**src/design/sfb_pkg.sv**
```systemverilog
// constants for the bank 1 special function register block
package sfb_pkg;
  localparam logic [7:0] ADDR_INDIRECT  = 8'h80;
  localparam logic [7:0] ADDR_OPTION    = 8'h81;
  localparam logic [7:0] ADDR_PCL       = 8'h82;
  localparam logic [7:0] ADDR_STATUS    = 8'h83;
  localparam logic [7:0] ADDR_POINTER   = 8'h84;
  localparam logic [7:0] ADDR_DIR_A     = 8'h85;
  localparam logic [7:0] ADDR_DIR_B     = 8'h86;
  localparam logic [7:0] ADDR_DIR_CAP   = 8'h87;
  localparam logic [7:0] ADDR_PC_UPPER_HOLDING_LATCH    = 8'h8a;
  localparam logic [7:0] ADDR_INTCTL    = 8'h8b;
  localparam logic [7:0] ADDR_PIE       = 8'h8c;
  localparam logic [7:0] ADDR_PWR_CAUSE = 8'h8e;
  localparam logic [7:0] ADDR_T2_PERIOD = 8'h92;
  localparam logic [7:0] ADDR_ANALOG    = 8'h9f;
  localparam logic [6:0] COMMON_MASK    = 7'h7f;
  // status bit positions
  localparam int ST_C    = 0;
  localparam int ST_DC   = 1;
  localparam int ST_Z    = 2;
  localparam int ST_PD   = 3;
  localparam int ST_TO   = 4;
  localparam int ST_RP0  = 5;
  localparam int ST_RP1  = 6;
  localparam int ST_IRP  = 7;
  // implemented bit masks
  localparam logic [7:0] MASK_DIR_A   = 8'h3f;
  localparam logic [7:0] MASK_DIR_CAP = 8'h05;
  localparam logic [7:0] MASK_PC_UPPER_HOLDING_LATCH  = 8'h1f;
  localparam logic [7:0] MASK_PIE     = 8'h47;
  localparam logic [7:0] MASK_PWR     = 8'h03;
  localparam logic [7:0] MASK_ANALOG  = 8'h07;
  // reset values
  localparam logic [7:0] RST_OPTION   = 8'hff;
  localparam logic [7:0] RST_DIR      = 8'hff;
  localparam logic [7:0] RST_T2       = 8'hff;
  localparam logic [7:0] RST_ZERO     = 8'h00;
  localparam logic [7:0] RST_STATUS   = 8'h18;
  localparam logic [7:0] RST_PWR_POR  = 8'h00;
endpackage : sfb_pkg

```
**src/design/sfb_bank1.sv**
```systemverilog
// bank 1 special function registers with the status word
// What this block does
// - status word holds alu flags, reset cause flags and bank select bits
// - status word accepts writes from any instruction like other registers
// - flag-updating instructions block written zero, nibble-carry, carry bits
// - writes to watchdog timeout and powerdown flags are ignored
// - clearing status zeroes upper three bits and sets zero flag
// - subtraction drives carry as inverted borrow, nibble carry likewise
// - common core registers decode identically in both banks
// - pc bits 12:8 load only from 5-bit holding latch, on upper update or on a pcl write
// - any reset forces all port direction bits to ones (inputs)
// - unimplemented locations and bits read zero, writes have no effect
// - power-on/brown-out and other resets take separate reset values
// - low direct bank select picks bank 0 or bank 1, 128 bytes each
// - carry set on carry-out of msb for add or subtract
`timescale 1ns/10ps
`default_nettype none
module sfb_bank1
  import sfb_pkg::*;
(
  input  wire logic       clock,
  input  wire logic       rst,
  input  wire logic       por_reset,
  input  wire logic [6:0] dir_addr,
  input  wire logic       wr_en,
  input  wire logic [7:0] wr_data,
  input  wire logic       clr_instr,
  input  wire logic       flag_upd,
  input  wire logic [2:0] flag_mask,
  input  wire logic       alu_add,
  input  wire logic       alu_sub,
  input  wire logic [7:0] alu_a,
  input  wire logic [7:0] alu_b,
  input  wire logic       pc_upper_load,
  input  wire logic       wdt_timeout_evt,
  input  wire logic       sleep_evt,
  input  wire logic       wdt_clear_evt,
  input  wire logic       rd_en,
  output logic [7:0]      rd_data,
  output logic [7:0]      alu_result,
  output logic [12:0]     pc_value,
  output logic [8:0]      mem_addr,
  output logic            mem_wr,
  output logic [7:0]      mem_wdata,
  input  wire logic [7:0] mem_rdata,
  output logic [7:0]      dir_a,
  output logic [7:0]      dir_b,
  output logic [7:0]      dir_cap,
  output logic [7:0]      option_out,
  output logic [7:0]      intctl_out,
  output logic [7:0]      pie_out,
  output logic [7:0]      t2_period,
  output logic [7:0]      analog_cfg
);
  logic [7:0] status_r;
  logic [7:0] pointer_r;
  logic [7:0] pc_upper_holding_latch_r;
  logic [7:0] pcl_r;
  logic [4:0] pc_hi_r;
  logic [7:0] pwr_r;
  logic [7:0] option_r;
  logic [7:0] intctl_r;
  logic [7:0] pie_r;
  logic [7:0] t2_r;
  logic [7:0] analog_r;
  logic [7:0] dir_a_r;
  logic [7:0] dir_b_r;
  logic [7:0] dir_cap_r;
  logic [7:0] addr_full;
  logic [7:0] addr_eff;
  logic       wr_cmd;
  logic [7:0] wval;
  logic [8:0] sum9;
  logic [4:0] sum5;
  logic [7:0] res;
  logic       f_c;
  logic       f_dc;
  logic       f_z;
  logic [7:0] status_nxt;

  // bank comes from the low select bit only; high bit is ignored
  assign addr_full = {status_r[ST_RP0], dir_addr};
  // common registers fold onto one decode regardless of bank
  always_comb begin
    addr_eff = addr_full;
    case (dir_addr)
      7'h00, 7'h02, 7'h03, 7'h04, 7'h0a, 7'h0b: addr_eff = {1'b1, dir_addr};
      default: addr_eff = addr_full;
    endcase
  end

  // add uses a+b; subtract b-a as two's complement so carry is not-borrow
  always_comb begin
    sum9 = 9'h000;
    sum5 = 5'h00;
    if (alu_sub) begin
      sum9 = {1'b0, alu_b} + {1'b0, ~alu_a} + 9'h001;
      sum5 = {1'b0, alu_b[3:0]} + {1'b0, ~alu_a[3:0]} + 5'h01;
    end else if (alu_add) begin
      // idle cycles give zero so no stale sum reaches the result port
      sum9 = {1'b0, alu_b} + {1'b0, alu_a};
      sum5 = {1'b0, alu_b[3:0]} + {1'b0, alu_a[3:0]};
    end
  end
  assign res  = clr_instr ? 8'h00 : sum9[7:0];
  assign f_c  = sum9[8];
  assign f_dc = sum5[4];
  assign f_z  = (res == 8'h00);

  assign wr_cmd = wr_en | clr_instr;
  assign wval   = clr_instr ? 8'h00 : wr_data;

  // indirect location passes through to data memory
  assign mem_addr  = {1'b0, pointer_r};
  assign mem_wr    = wr_cmd && addr_eff == ADDR_INDIRECT;
  assign mem_wdata = wval;

  // status next value: flags win over written data
  always_comb begin
    status_nxt = status_r;
    if (wr_cmd && addr_eff == ADDR_STATUS) begin
      status_nxt[ST_IRP] = wval[ST_IRP];
      status_nxt[ST_RP1] = wval[ST_RP1];
      status_nxt[ST_RP0] = wval[ST_RP0];
      // any flag-affecting instruction, clear included, blocks all three
      if (!clr_instr && !flag_upd) begin
        status_nxt[ST_Z]  = wval[ST_Z];
        status_nxt[ST_DC] = wval[ST_DC];
        status_nxt[ST_C]  = wval[ST_C];
      end
    end
    if (clr_instr)
      status_nxt[ST_Z] = 1'b1;
    if (flag_upd) begin
      if (flag_mask[2])
        status_nxt[ST_Z] = f_z;
      if (flag_mask[1])
        status_nxt[ST_DC] = f_dc;
      if (flag_mask[0])
        status_nxt[ST_C] = f_c;
    end
    // device logic alone moves timeout and powerdown
    if (wdt_clear_evt) begin
      status_nxt[ST_TO] = 1'b1;
      status_nxt[ST_PD] = 1'b1;
    end
    if (sleep_evt) begin
      status_nxt[ST_TO] = 1'b1;
      status_nxt[ST_PD] = 1'b0;
    end
    if (wdt_timeout_evt)
      status_nxt[ST_TO] = 1'b0;
  end

  // por gives 0001 1xxx (x as 0); other resets keep flags
  always_ff @(posedge clock) begin
    if (rst && por_reset)
      status_r <= RST_STATUS;
    else if (rst) begin
      status_r[7:5] <= 3'h0;
      status_r[ST_TO] <= ~wdt_timeout_evt;
      status_r[ST_PD] <= status_r[ST_PD];
    end else
      status_r <= status_nxt;
  end

  // pointer, pcl and latch
  always_ff @(posedge clock) begin
    if (rst && por_reset)
      pointer_r <= RST_ZERO;
    else if (!rst && wr_cmd && addr_eff == ADDR_POINTER)
      pointer_r <= wval;
  end

  always_ff @(posedge clock) begin
    if (rst) begin
      pcl_r    <= RST_ZERO;
      pc_upper_holding_latch_r <= RST_ZERO;
      pc_hi_r  <= 5'h00;
    end else begin
      if (wr_cmd && addr_eff == ADDR_PCL)
        pcl_r <= wval;
      if (wr_cmd && addr_eff == ADDR_PC_UPPER_HOLDING_LATCH)
        pc_upper_holding_latch_r <= wval & MASK_PC_UPPER_HOLDING_LATCH;
      // upper pc never writable directly, only from the latch
      if (pc_upper_load || (wr_cmd && addr_eff == ADDR_PCL))
        pc_hi_r <= pc_upper_holding_latch_r[4:0];
    end
  end
  assign pc_value = {pc_hi_r, pcl_r};

  // direction registers force inputs on every reset
  always_ff @(posedge clock) begin
    if (rst) begin
      dir_a_r   <= RST_DIR & MASK_DIR_A;
      dir_b_r   <= RST_DIR;
      dir_cap_r <= RST_DIR & MASK_DIR_CAP;
    end else if (wr_cmd) begin
      if (addr_eff == ADDR_DIR_A)
        dir_a_r <= wval & MASK_DIR_A;
      if (addr_eff == ADDR_DIR_B)
        dir_b_r <= wval;
      if (addr_eff == ADDR_DIR_CAP)
        dir_cap_r <= wval & MASK_DIR_CAP;
    end
  end

  // control registers
  always_ff @(posedge clock) begin
    if (rst) begin
      option_r <= RST_OPTION;
      pie_r    <= RST_ZERO;
      t2_r     <= RST_T2;
      analog_r <= RST_ZERO;
      intctl_r <= {7'h00, intctl_r[0] & ~por_reset};
    end else if (wr_cmd) begin
      if (addr_eff == ADDR_OPTION)
        option_r <= wval;
      if (addr_eff == ADDR_PIE)
        pie_r <= wval & MASK_PIE;
      if (addr_eff == ADDR_T2_PERIOD)
        t2_r <= wval;
      if (addr_eff == ADDR_ANALOG)
        analog_r <= wval & MASK_ANALOG;
      if (addr_eff == ADDR_INTCTL)
        intctl_r <= wval;
    end
  end

  // power cause bits: por clears them, software may set them
  always_ff @(posedge clock) begin
    if (rst && por_reset)
      pwr_r <= RST_PWR_POR;
    else if (!rst && wr_cmd && addr_eff == ADDR_PWR_CAUSE)
      pwr_r <= wval & MASK_PWR;
  end

  // read mux, zero elsewhere
  always_ff @(posedge clock) begin
    if (rst)
      rd_data <= 8'h00;
    else if (rd_en) begin
      case (addr_eff)
        ADDR_INDIRECT:  rd_data <= mem_rdata;
        ADDR_OPTION:    rd_data <= option_r;
        ADDR_PCL:       rd_data <= pcl_r;
        ADDR_STATUS:    rd_data <= status_r;
        ADDR_POINTER:   rd_data <= pointer_r;
        ADDR_DIR_A:     rd_data <= dir_a_r;
        ADDR_DIR_B:     rd_data <= dir_b_r;
        ADDR_DIR_CAP:   rd_data <= dir_cap_r;
        ADDR_PC_UPPER_HOLDING_LATCH:    rd_data <= pc_upper_holding_latch_r;
        ADDR_INTCTL:    rd_data <= intctl_r;
        ADDR_PIE:       rd_data <= pie_r;
        ADDR_PWR_CAUSE: rd_data <= pwr_r;
        ADDR_T2_PERIOD: rd_data <= t2_r;
        ADDR_ANALOG:    rd_data <= analog_r;
        default:        rd_data <= 8'h00;
      endcase
    end
  end

  always_ff @(posedge clock) begin
    if (rst)
      alu_result <= 8'h00;
    else
      alu_result <= res;
  end

  assign dir_a      = dir_a_r;
  assign dir_b      = dir_b_r;
  assign dir_cap    = dir_cap_r;
  assign option_out = option_r;
  assign intctl_out = intctl_r;
  assign pie_out    = pie_r;
  assign t2_period  = t2_r;
  assign analog_cfg = analog_r;

  // assertions
  property p_flag_block;
    @(posedge clock) disable iff (rst)
      (flag_upd && flag_mask[0] && !wdt_timeout_evt)
        |=> status_r[ST_C] == $past(f_c);
  endproperty
  a_flag_block: assert property (p_flag_block)
    else $error("carry not from alu");

  property p_to_pd_ro;
    @(posedge clock) disable iff (rst)
      (!wdt_clear_evt && !sleep_evt && !wdt_timeout_evt)
        |=> $stable(status_r[4:3]);
  endproperty
  a_to_pd_ro: assert property (p_to_pd_ro)
    else $error("to/pd changed by write");

  property p_clr_status;
    @(posedge clock) disable iff (rst)
      (clr_instr && addr_eff == ADDR_STATUS && !flag_upd)
        |=> status_r[7:5] == 3'h0 && status_r[ST_Z]
            && status_r[1:0] == $past(status_r[1:0]);
  endproperty
  a_clr_status: assert property (p_clr_status)
    else $error("clear status wrong");

  property p_sub_borrow;
    @(posedge clock) disable iff (rst)
      (alu_sub && !clr_instr) |-> f_c == (alu_b >= alu_a);
  endproperty
  a_sub_borrow: assert property (p_sub_borrow)
    else $error("borrow polarity");

  property p_pc_hi;
    @(posedge clock) disable iff (rst)
      pc_upper_load |=> pc_value[12:8] == $past(pc_upper_holding_latch_r[4:0]);
  endproperty
  a_pc_hi: assert property (p_pc_hi)
    else $error("pc upper not from latch");

  property p_dir_reset;
    @(posedge clock) rst |=> dir_b == 8'hff && dir_a == 8'h3f;
  endproperty
  a_dir_reset: assert property (p_dir_reset)
    else $error("ports not inputs");

  property p_unimpl;
    @(posedge clock) disable iff (rst)
      (rd_en && addr_eff == 8'h88) |=> rd_data == 8'h00;
  endproperty
  a_unimpl: assert property (p_unimpl)
    else $error("unimplemented nonzero");

  property p_common;
    @(posedge clock) disable iff (rst)
      (wr_en && !clr_instr && dir_addr == 7'h04)
        |=> pointer_r == $past(wr_data);
  endproperty
  a_common: assert property (p_common)
    else $error("pointer not common");

  property p_indirect_wr;
    @(posedge clock) disable iff (rst)
      (wr_en && !clr_instr && dir_addr == 7'h00)
        |-> mem_wr && mem_wdata == wr_data && mem_addr == {1'b0, pointer_r};
  endproperty
  a_indirect_wr: assert property (p_indirect_wr)
    else $error("indirect write lost");

  // pin or watchdog reset must not disturb the powerdown flag
  property p_other_reset;
    @(posedge clock) (rst && !por_reset)
      |=> status_r[7:5] == 3'h0 && status_r[ST_PD] == $past(status_r[ST_PD]);
  endproperty
  a_other_reset: assert property (p_other_reset)
    else $error("other reset status wrong");
endmodule : sfb_bank1
`default_nettype wire

```
**config.mk**
```make
export PLATFORM = sky130hd
export DESIGN_NAME = sfb_bank1
export DESIGN_NICKNAME = d
export VERILOG_FILES = /design/src/design/sfb_pkg.sv /design/src/design/sfb_bank1.sv
export SDC_FILE = /design/constraint.sdc
export NUM_CORES = 1
export LEC_CHECK = 0
export BUFFER_PORTS_ARGS = -buffer_cell sky130_fd_sc_hd__buf_2
export CAP_MARGIN = 20
export CORE_MARGIN = 1.5
export CORE_UTILIZATION = 49
export CTS_BUF_LIST = sky130_fd_sc_hd__clkbuf_4 sky130_fd_sc_hd__clkbuf_8
export CTS_CLUSTER_DIAMETER = 150
export DETAILED_ROUTE_END_ITERATION = 10
export PLACE_DENSITY = 0.77
export SLEW_MARGIN = 10
export SYNTH_ARGS = -nofsm -noshare
export SYNTH_HDL_FRONTEND = slang
export SYNTH_SLANG_ARGS = --single-unit
```
**constraint.sdc**
```tcl
create_clock -name clock -period 2.9 [get_ports clock]
set_clock_uncertainty 0.05 [all_clocks]
set_input_delay 0.58 -clock clock [delete_from_list [all_inputs] [get_ports clock]]
set_output_delay 0.58 -clock clock [all_outputs]
set_load 0.005 [all_outputs]
```
# Word-level counts from Yosys, hierarchy flattened
# Index checks and enable logic that the tools add are counted.
# totals
ff_bits	99
input_bits	55
# classes
add_sub_neg	6
n_eq_ne	19
n_mux	22
bitwise	7
reduce_logical	31
# op_table
op	n
$eq A8 B8 Y1 const B	14
$pmux W8 S14	1
$mux W8	3
$reduce_and A2 Y1	10
$add A8 B8 Y9	2
$mux W9	2
$eq A7 B2 Y1 const B	2
$eq A7 B4 Y1 const B	2
$add A4 B4 Y5	2
$mux W5	2
$add A9 B1 Y9 const B	1
$logic_and A1 B1 Y1	9
$mux W3	3
$logic_not A8 Y1	1
$mux W1	8
$not A8 Y8	1
$eq A7 B3 Y1 const B	1
$logic_not A7 Y1	1
$mux W2	3
$reduce_bool A2 Y1	3
$reduce_or A6 Y1	1
$add A5 B1 Y5 const B	1
$not A4 Y4	1
$reduce_bool A4 Y1	1
other kinds (6)	10

# Logic depth before layout (Yosys ltp)
# Gate-level depths: netlist of run 1.
# depth
ltp_word	9
depth_mapped	9
mapped_depth_nobuf	9

# Worst setup path after synthesis of run 1
# OpenSTA, ideal clock, no wires.
# synth_timing
path_type	in2reg
start	input alu_a[2]
end	register status_r[2]
setup_time_ns	0.059
t_arrival_ns	2.493
t_required_ns	2.791
slack_ns	0.298
path_stages	8
n_path_buf	0
cell_sequence	inv_1 > ha_1 > nor2_2 > a2111o_1 > and4_4 > or4_4 > nor4_2 > a31o_1
# synth_via
elab_chain_cells	8
elab_cells_between_ends	10
# synth_rtl
element	line_no	rtl
from (decl)	sfb_bank1.sv:32	input wire logic [7:0] alu_a,
$not A8 Y8	sfb_bank1.sv:97	sum9 = {1'b0, alu_b} + {1'b0, ~alu_a} + 9'h001;
$add A8 B8 Y9	sfb_bank1.sv:97	
$add A9 B1 Y9	sfb_bank1.sv:97	
$mux W9 *	sfb_bank1.sv:96	if (alu_sub) begin
$mux W8 *	sfb_bank1.sv:105	assign res = clr_instr ? 8'h00 : sum9[7:0];
$logic_not A8 Y1 *	sfb_bank1.sv:108	assign f_z = (res == 8'h00);
$mux W1 *	sfb_bank1.sv:135	if (flag_mask[2])
$mux W3 *	sfb_bank1.sv:134	if (flag_upd) begin
to (signal, indexed assignment)	sfb_bank1.sv:161	status_r[ST_TO] <= ~wdt_timeout_evt;
to (signal, indexed assignment)	sfb_bank1.sv:162	status_r[ST_PD] <= status_r[ST_PD];
to (signal assigned)	sfb_bank1.sv:164	status_r <= status_nxt;
to (decl)	sfb_bank1.sv:55	logic [7:0] status_r;
# Every way passes the cells marked *; elsewhere a longest branch is shown, timed or not.
# A chain may end at the register's enable or synchronous reset.

# Worst setup path after layout of run 1
# layout_timing
start	input alu_a[1]
end	register status_r[2]
# Same word-level chain as after synthesis.

==> out/metrics.csv, run 1 <==
stage,metric,value,unit
global_routing,use_met3,0.0675,
route,drt_wl_total,19.1,mm
worst_setup_path,worstSetupStartpointType,input port,
sta,fin_crit_sh,0.871,
synthesis,synth_top_cell_by_area,dfxtp_1,
floorplan,core_area,0.0109,mm²
cts,ctsHtreeMaxLevel,3,
power_and_ir_drop,intPower,0.00190,W
cts,clockBufferDepth,2,
layout,drive_gt1_frac,0.255,
synthesis,synth_top_area_frac,0.355,
synthesis,yosysMostFrequentCell,dfxtp_1,
synthesis,async_flop_share,0,
power_and_ir_drop,leakage,3.08,nW
layout,layout.cells.non_filler,970,
global_routing,grt_most_used_layer,met2,
synthesis,synth_compound_area_frac,0.218,
synthesis,synth_edf_count,1,
worst_setup_path,cp_slowest_cell,or4_4,
global_routing,grt_max_degree,36,
place,dp_hpwl,14.7,mm
floorplan,initial_core_util,0.505,
floorplan,die_h,109,µm
worst_setup_path,critPathTopFamily,simple AND/OR/NAND/NOR gates,
worst_setup_path,crit_fanout,3,
synthesis,synthAdderAreaFrac,0.0435,
route,drt_iter0_drc,543,
layout,nets,898,
job,max-cap-violations,0,
synthesis,synth_mux_area_frac,0.0607,
power_and_ir_drop,ir_drop,0.341,mV
cts,cts_tree,built,
layout,diodes,0,
place,gp_congestion,0.955,
route,vias,5783,
outcome,status,"finished, final reports clean",
global_routing,use_met2,0.510,
synthesis,ys_seq_elements,99,
global_routing,grt_first_pass_wirelength,28.9,mm
synthesis,ys_seq_area_frac,0.361,
synthesis,syn_area_per_cell,8.06,µm²
worst_setup_path,worstPathArrival,2.80,ns
global_routing,grt_pass1_vias,5401,
cts,numCtsBuffers,9,
power_and_ir_drop,p_comb_frac,0.157,
synthesis,synth_top_cells_by_count,"dfxtp_1, nor2_1, nand2_1",
cts,clock-root-buffer,clkbuf_8,
sta,slew-limit-headroom,0.440,
cts,post-cts-setup-buffer-count,0,
power_and_ir_drop,p_seq_frac,0.524,
power_and_ir_drop,pwr-share-clk,0.319,
route,vias_per_cell,5.96,
synthesis,synth.distinct_cells,75,
synthesis,syn-cell-area,0.00552,mm²
synthesis,synthSimpleGateAreaFrac,0.235,
place,placedCellCount,954,
power_and_ir_drop,power.density,404,mW/mm²
route,wl_per_cell,19.7,µm
worst_setup_path,required,3.17,ns
synthesis,synth_xor_area_frac,0,
sta,hold_viol,0,
cts,ctsResizeCount,0,
power_and_ir_drop,power_switching_share,0.284,
global_routing,grtUsageTotal,0.324,
worst_hold_path,hold_class,input port to register,
worst_setup_path,critPathBufInv,2,
worst_setup_path,crit_type,input port to register,
synthesis,yosys_most_used_dff,dfxtp_1,
cts,clk_latency,0.38,ns
power_and_ir_drop,fin_total_pwr,0.00265,W
place,numPortBuffers,147,
sta,finalMaxSlewViolations,0,
synthesis,synth_area_leaders,"dfxtp_1, nor2_1, mux2i_1",
worst_setup_path,worstPathCellList,buf_2 > inv_1 > ha_1 > nand2b_1 > a2111o_1 > and4_4 > or4_4 > nor4_2 > a31o_1,
global_routing,grt.overflow.total,0,
route,drt_pass1_iterations,5,
sta,setup_tns,0,ns
synthesis,syn-instance-count,685,
global_routing,grtUsageMet1,0.418,
layout,fillerInstances,994,
floorplan,die_w,109,µm
sta,period_needed,2.52,ns
global_routing,antenna_found_initial,0,
synthesis,yosysWarnings,0,
floorplan,pin_count,166,
worst_setup_path,cp_slowest_stage_delay,0.51,ns
sta,setup_violations,0,
floorplan,dieArea,0.0119,mm²
cts,clock_sinks,99,
layout,area_delta_synth_final,18.9,%
sta,tightest_slew,0.837,ns
floorplan,std_cell_rows,38,
synthesis,synth_top_family_by_area,simple AND/OR/NAND/NOR gates,
sta,rsz0062_at_grt,false,
power_and_ir_drop,switchingPower,0.000753,W
worst_setup_path,endpoint_kind,register,
cts,cts_hold_buf,0,
route,drcViolationCount,0,
route,ant_nets,0,
sta,fmax,0.396,GHz
cts,clk_pin_slew,0.09,ns
## layout by cell type, fill, tap and decap left out, types with 12 or more instances in the layout
master / Yosys / layout
buf_2: 4 / 147
dfxtp_1: 98 / 98
nor2_1: 93 / 93
nand2_1: 70 / 70
a21oi_1: 41 / 41
inv_1: 33 / 33
o211ai_1: 32 / 32
mux2i_1: 29 / 29
buf_4: 19 / 27
o21ai_0: 21 / 21
conb_1: 1 / 18
nor3_1: 17 / 17
ha_1: 16 / 16
nand3_1: 13 / 13
nand2b_1: 12 / 12
## sequential cells by signal, indices dropped and copies added, names as in the netlist, 3 cells and up
signal,cells
pcl_r,8
intctl_out,8
rd_data,8
t2_period,8
dir_b,8
status_r,8
pointer_r,8
alu_result,8
dir_a,6
option_out,8
analog_cfg,3
pc_hi_r,5
pc_upper_holding_latch_r,5
pie_out,4
## cell type report
type / instances / area [µm²] / area share
inverter: 34 / 128 / 0.0195
clock inverter: 4 / 23.8 / 0.00362
tap: 140 / 175 / 0.0267
sequential: 99 / 1990 / 0.304
clock buffer: 12 / 159 / 0.0242
multi-input combinational: 507 / 3150 / 0.479
timing repair buffer: 174 / 938 / 0.143
## through the flow
step                      setup slack (ns)   util  instance area [µm²]  hold WS (ns)
final                                0.375  0.600                 6560         0.356
after global routing                 0.172  0.600                 6560         0.352
after CTS                            0.391  0.600                 6560         0.344
after detailed placement           -0.0157  0.583                 6380         0.389
after global placement               0.127  0.583                 6380         0.382
after floorplan                      0.298      -                 5580         0.384
## layer usage
layer  share of wire  wire length, µm
met4           0.043              827
met2            0.45             8600
met3           0.096             1840
met1            0.41             7850
met5               0                0
## power by group through the flow
stage,Sequential [W],Combinational [W],Clock (W)
floorplan,0.00142,0.000261,0
global placement,0.00142,0.000393,0
detailed placement,0.00142,0.000405,0
CTS,0.00139,0.000406,0.000855
global route,0.00139,0.000451,0.000910
finish,0.00139,0.000417,0.000846
## worst paths after layout
check | from | end | slack, ns | cells after the start
worst max-delay path | alu_a[1] | status_r[2]$_SDFFE_PP0N_ | 0.38 | 9
worst min-delay path | sleep_evt | status_r[3]$_SDFFE_PP1P_ | 0.36 | 2
worst max register to register | status_r[5]$_SDFFE_PP0N_ | rd_data[7]$_SDFFE_PP0P_ | 0.81 | 7
worst min register to register | rd_data[5]$_SDFFE_PP0P_ | rd_data[5]$_SDFFE_PP0P_ | 0.41 | 1
## cell families after synthesis
group | Yosys count
and+or+nand+nor | 267
AOI/OAI and AO/OA | 171
DFF | 99
buffers and inverters | 96
muxes | 33
adders and majority gates | 18
other | 1
No activity file was read; power rests on OpenSTA's default activity.
==> inputs of run 2 (changes only) <==
- CTS_BUF_LIST: sky130_fd_sc_hd__clkbuf_4 sky130_fd_sc_hd__clkbuf_8 -> not set
- SKIP_LAST_GASP: not set -> 1
==> out/metrics.csv, run 2 (same netlist as run 1, synthesis figures left out) <==
stage,metric,value,unit,change
cts,post-cts-setup-buffer-count,0,,unchanged
floorplan,pin_count,166,,unchanged
layout,fillerInstances,986,,was 994
cts,ctsHtreeMaxLevel,3,,unchanged
worst_setup_path,crit_type,input port to register,,unchanged
power_and_ir_drop,fin_total_pwr,0.00295,W,was 0.00265 W
cts,clk_pin_slew,0.07,ns,was 0.09 ns
floorplan,std_cell_rows,38,,unchanged
global_routing,grt_first_pass_wirelength,29.1,mm,was 28.9 mm
worst_hold_path,min_from,sleep_evt,,unchanged
worst_setup_path,reg2reg_depth,7,,unchanged
sta,whs,0.387,ns,was 0.356 ns
route,ant_nets,0,,unchanged
worst_setup_path,critPathTopFamily,simple AND/OR/NAND/NOR gates,,unchanged
sta,fmax,0.391,GHz,was 0.396 GHz
cts,clockBufferDepth,2,,unchanged
route,routed-wl-met3,1.72,mm,was 1.84 mm
cts,clock-root-buffer,clkbuf_16,,was clkbuf_8
power_and_ir_drop,power.density,443,mW/mm²,was 404 mW/mm²
global_routing,grt_max_degree,36,,unchanged
layout,nets,898,,unchanged
outcome,status,"finished, final reports clean",,unchanged
route,drcViolationCount,0,,unchanged
route,vias,5759,,"was 5,783"
layout,multi_input_area,0.00315,mm²,unchanged
power_and_ir_drop,ir_drop,0.375,mV,was 0.341 mV
worst_setup_path,cp_num_cells,9,,unchanged
layout,drive_gt1_frac,0.254,,was 0.255
cts,clock_sinks,99,,unchanged
route,drt_wl_total,19.2,mm,was 19.1 mm
worst_hold_path,hold_depth,2,,unchanged
cts,cts_hold_buf,0,,unchanged
floorplan,initial_core_util,0.505,,unchanged
route,drt_iter0_drc,550,,was 543
worst_setup_path,worstPathArrival,2.80,ns,about the same
route,met1_length,7.97,mm,was 7.85 mm
route,vias_per_cell,5.94,,was 5.96
floorplan,die_h,109,µm,unchanged
worst_hold_path,hold_class,input port to register,,unchanged
cts,cts_tree,built,,unchanged
worst_setup_path,cp_slowest_stage_delay,0.51,ns,about the same
worst_setup_path,endpoint_kind,register,,unchanged
route,drt_pass1_iterations,6,,was 5
sta,slew-limit-headroom,0.434,,was 0.440
place,dp_hpwl,14.7,mm,unchanged
layout,final_common_cell,buf_2,,unchanged
worst_setup_path,setup.worst_path.start,alu_a[1],,unchanged
sta,rsz0062_at_grt,false,,unchanged
worst_setup_path,cp_slowest_cell,or4_4,,unchanged
sta,setup_violations,0,,unchanged
job,max-cap-violations,0,,unchanged
cts,clk_latency,0.35,ns,was 0.38 ns
worst_hold_path,hold_end,status_r[3]$_SDFFE_PP1P_,,unchanged
worst_setup_path,worstSetupStartpointType,input port,,unchanged
place,numPortBuffers,147,,unchanged
layout,diodes,0,,unchanged
worst_setup_path,crit-reg2reg-launch,status_r[5]$_SDFFE_PP0N_,,unchanged
cts,numCtsBuffers,9,,unchanged
sta,tightest_slew,0.845,ns,was 0.837 ns
floorplan,dieArea,0.0119,mm²,unchanged
global_routing,grtUsageTotal,0.328,,was 0.324
worst_setup_path,r2r_end,rd_data[7]$_SDFFE_PP0P_,,unchanged
sta,period_needed,2.55,ns,was 2.52 ns
route,highest_layer,met4,,unchanged
cts,ctsResizeCount,0,,unchanged
worst_setup_path,worstPathCellList,buf_2 > inv_1 > ha_1 > nand2b_1 > a2111o_1 > and4_4 > or4_4 > nor4_2 > a31o_1,,unchanged
place,gp_congestion,0.955,,unchanged
sta,hold_viol,0,,unchanged
global_routing,grt.overflow.total,0,,unchanged
global_routing,antenna_found_initial,0,,unchanged
worst_setup_path,required,3.15,ns,was 3.17 ns
power_and_ir_drop,leakage,3.12,nW,was 3.08 nW
layout,seqCellArea,0.00199,mm²,unchanged
layout,mostFrequentLayoutCells,"buf_2, dfxtp_1, nor2_1",,unchanged
sta,finalMaxSlewViolations,0,,unchanged
global_routing,grt_pass1_vias,5413,,"was 5,401"
sta,fin_crit_sh,0.881,,was 0.871
layout,area_delta_synth_final,20.6,%,was 18.9%
worst_setup_path,critPathBufInv,2,,unchanged
worst_setup_path,r2r_slack,0.83,ns,was 0.81 ns
floorplan,core_area,0.0109,mm²,unchanged
route,wl_per_cell,19.8,µm,was 19.7 µm
floorplan,die_w,109,µm,unchanged
route,met2_length,8.67,mm,was 8.60 mm
worst_setup_path,crit_fanout,3,,unchanged
run 2: cell counts in the layout (fill, tap and decap cells not counted):
Identical to the previous run, type by type.
run 2: worst max-delay path by stage:
stage                               endpoint
finish              status_r[2]$_SDFFE_PP0N_
global placement    status_r[2]$_SDFFE_PP0N_
global route        status_r[0]$_SDFFE_PP0N_
detailed placement  status_r[2]$_SDFFE_PP0N_
CTS                 status_r[2]$_SDFFE_PP0N_
floorplan           status_r[2]$_SDFFE_PP0N_
run 2: through the flow:
stage,cells,area [µm²],setup slack [ns],setup TNS (ns),util
2_1_floorplan,702,5580,0.298,0,-
3_3_place_gp,954,6380,0.127,0,0.583
3_5_place_dp,954,6380,-0.0157,-0.0157,0.583
4_1_cts,970,6660,0.367,0,0.609
5_1_grt,970,6660,0.134,0,0.609
6_report,970,6660,0.345,0,0.609
run 2: worst register-to-register path: stages (launching register included):
cell and delay [ns]:
dfxtp_1 0.31, buf_4 0.19, and4bb_2 0.32, o211ai_1 0.10, o21ai_0 0.19, o211ai_1 0.50
a31oi_1 0.13, a21o_1 0.18
run 2: layer usage:
layer	GRT usage	up-vias
met5	0	-
met4	0.157	0
met3	0.0717	62
met2	0.521	346
met1	0.420	2663
li1	-	2688
run 2: area by class of cell:
class / instances / share of cell area
clock buffer: 12 / 0.0385
clock inverter: 4 / 0.00357
inverter: 34 / 0.0192
multi-input combinational: 507 / 0.472
sequential: 99 / 0.299
tap: 140 / 0.0263
timing repair buffer: 174 / 0.141
run 2: power breakdown:
| group | switching [W] | internal, W | total (W) |
|---|---|---|---|
| clock network | 0.000519 | 0.000627 | 0.00115 |
| logic | 0.000264 | 0.000153 | 0.000417 |
| registers | 0.00000986 | 0.00138 | 0.00139 |
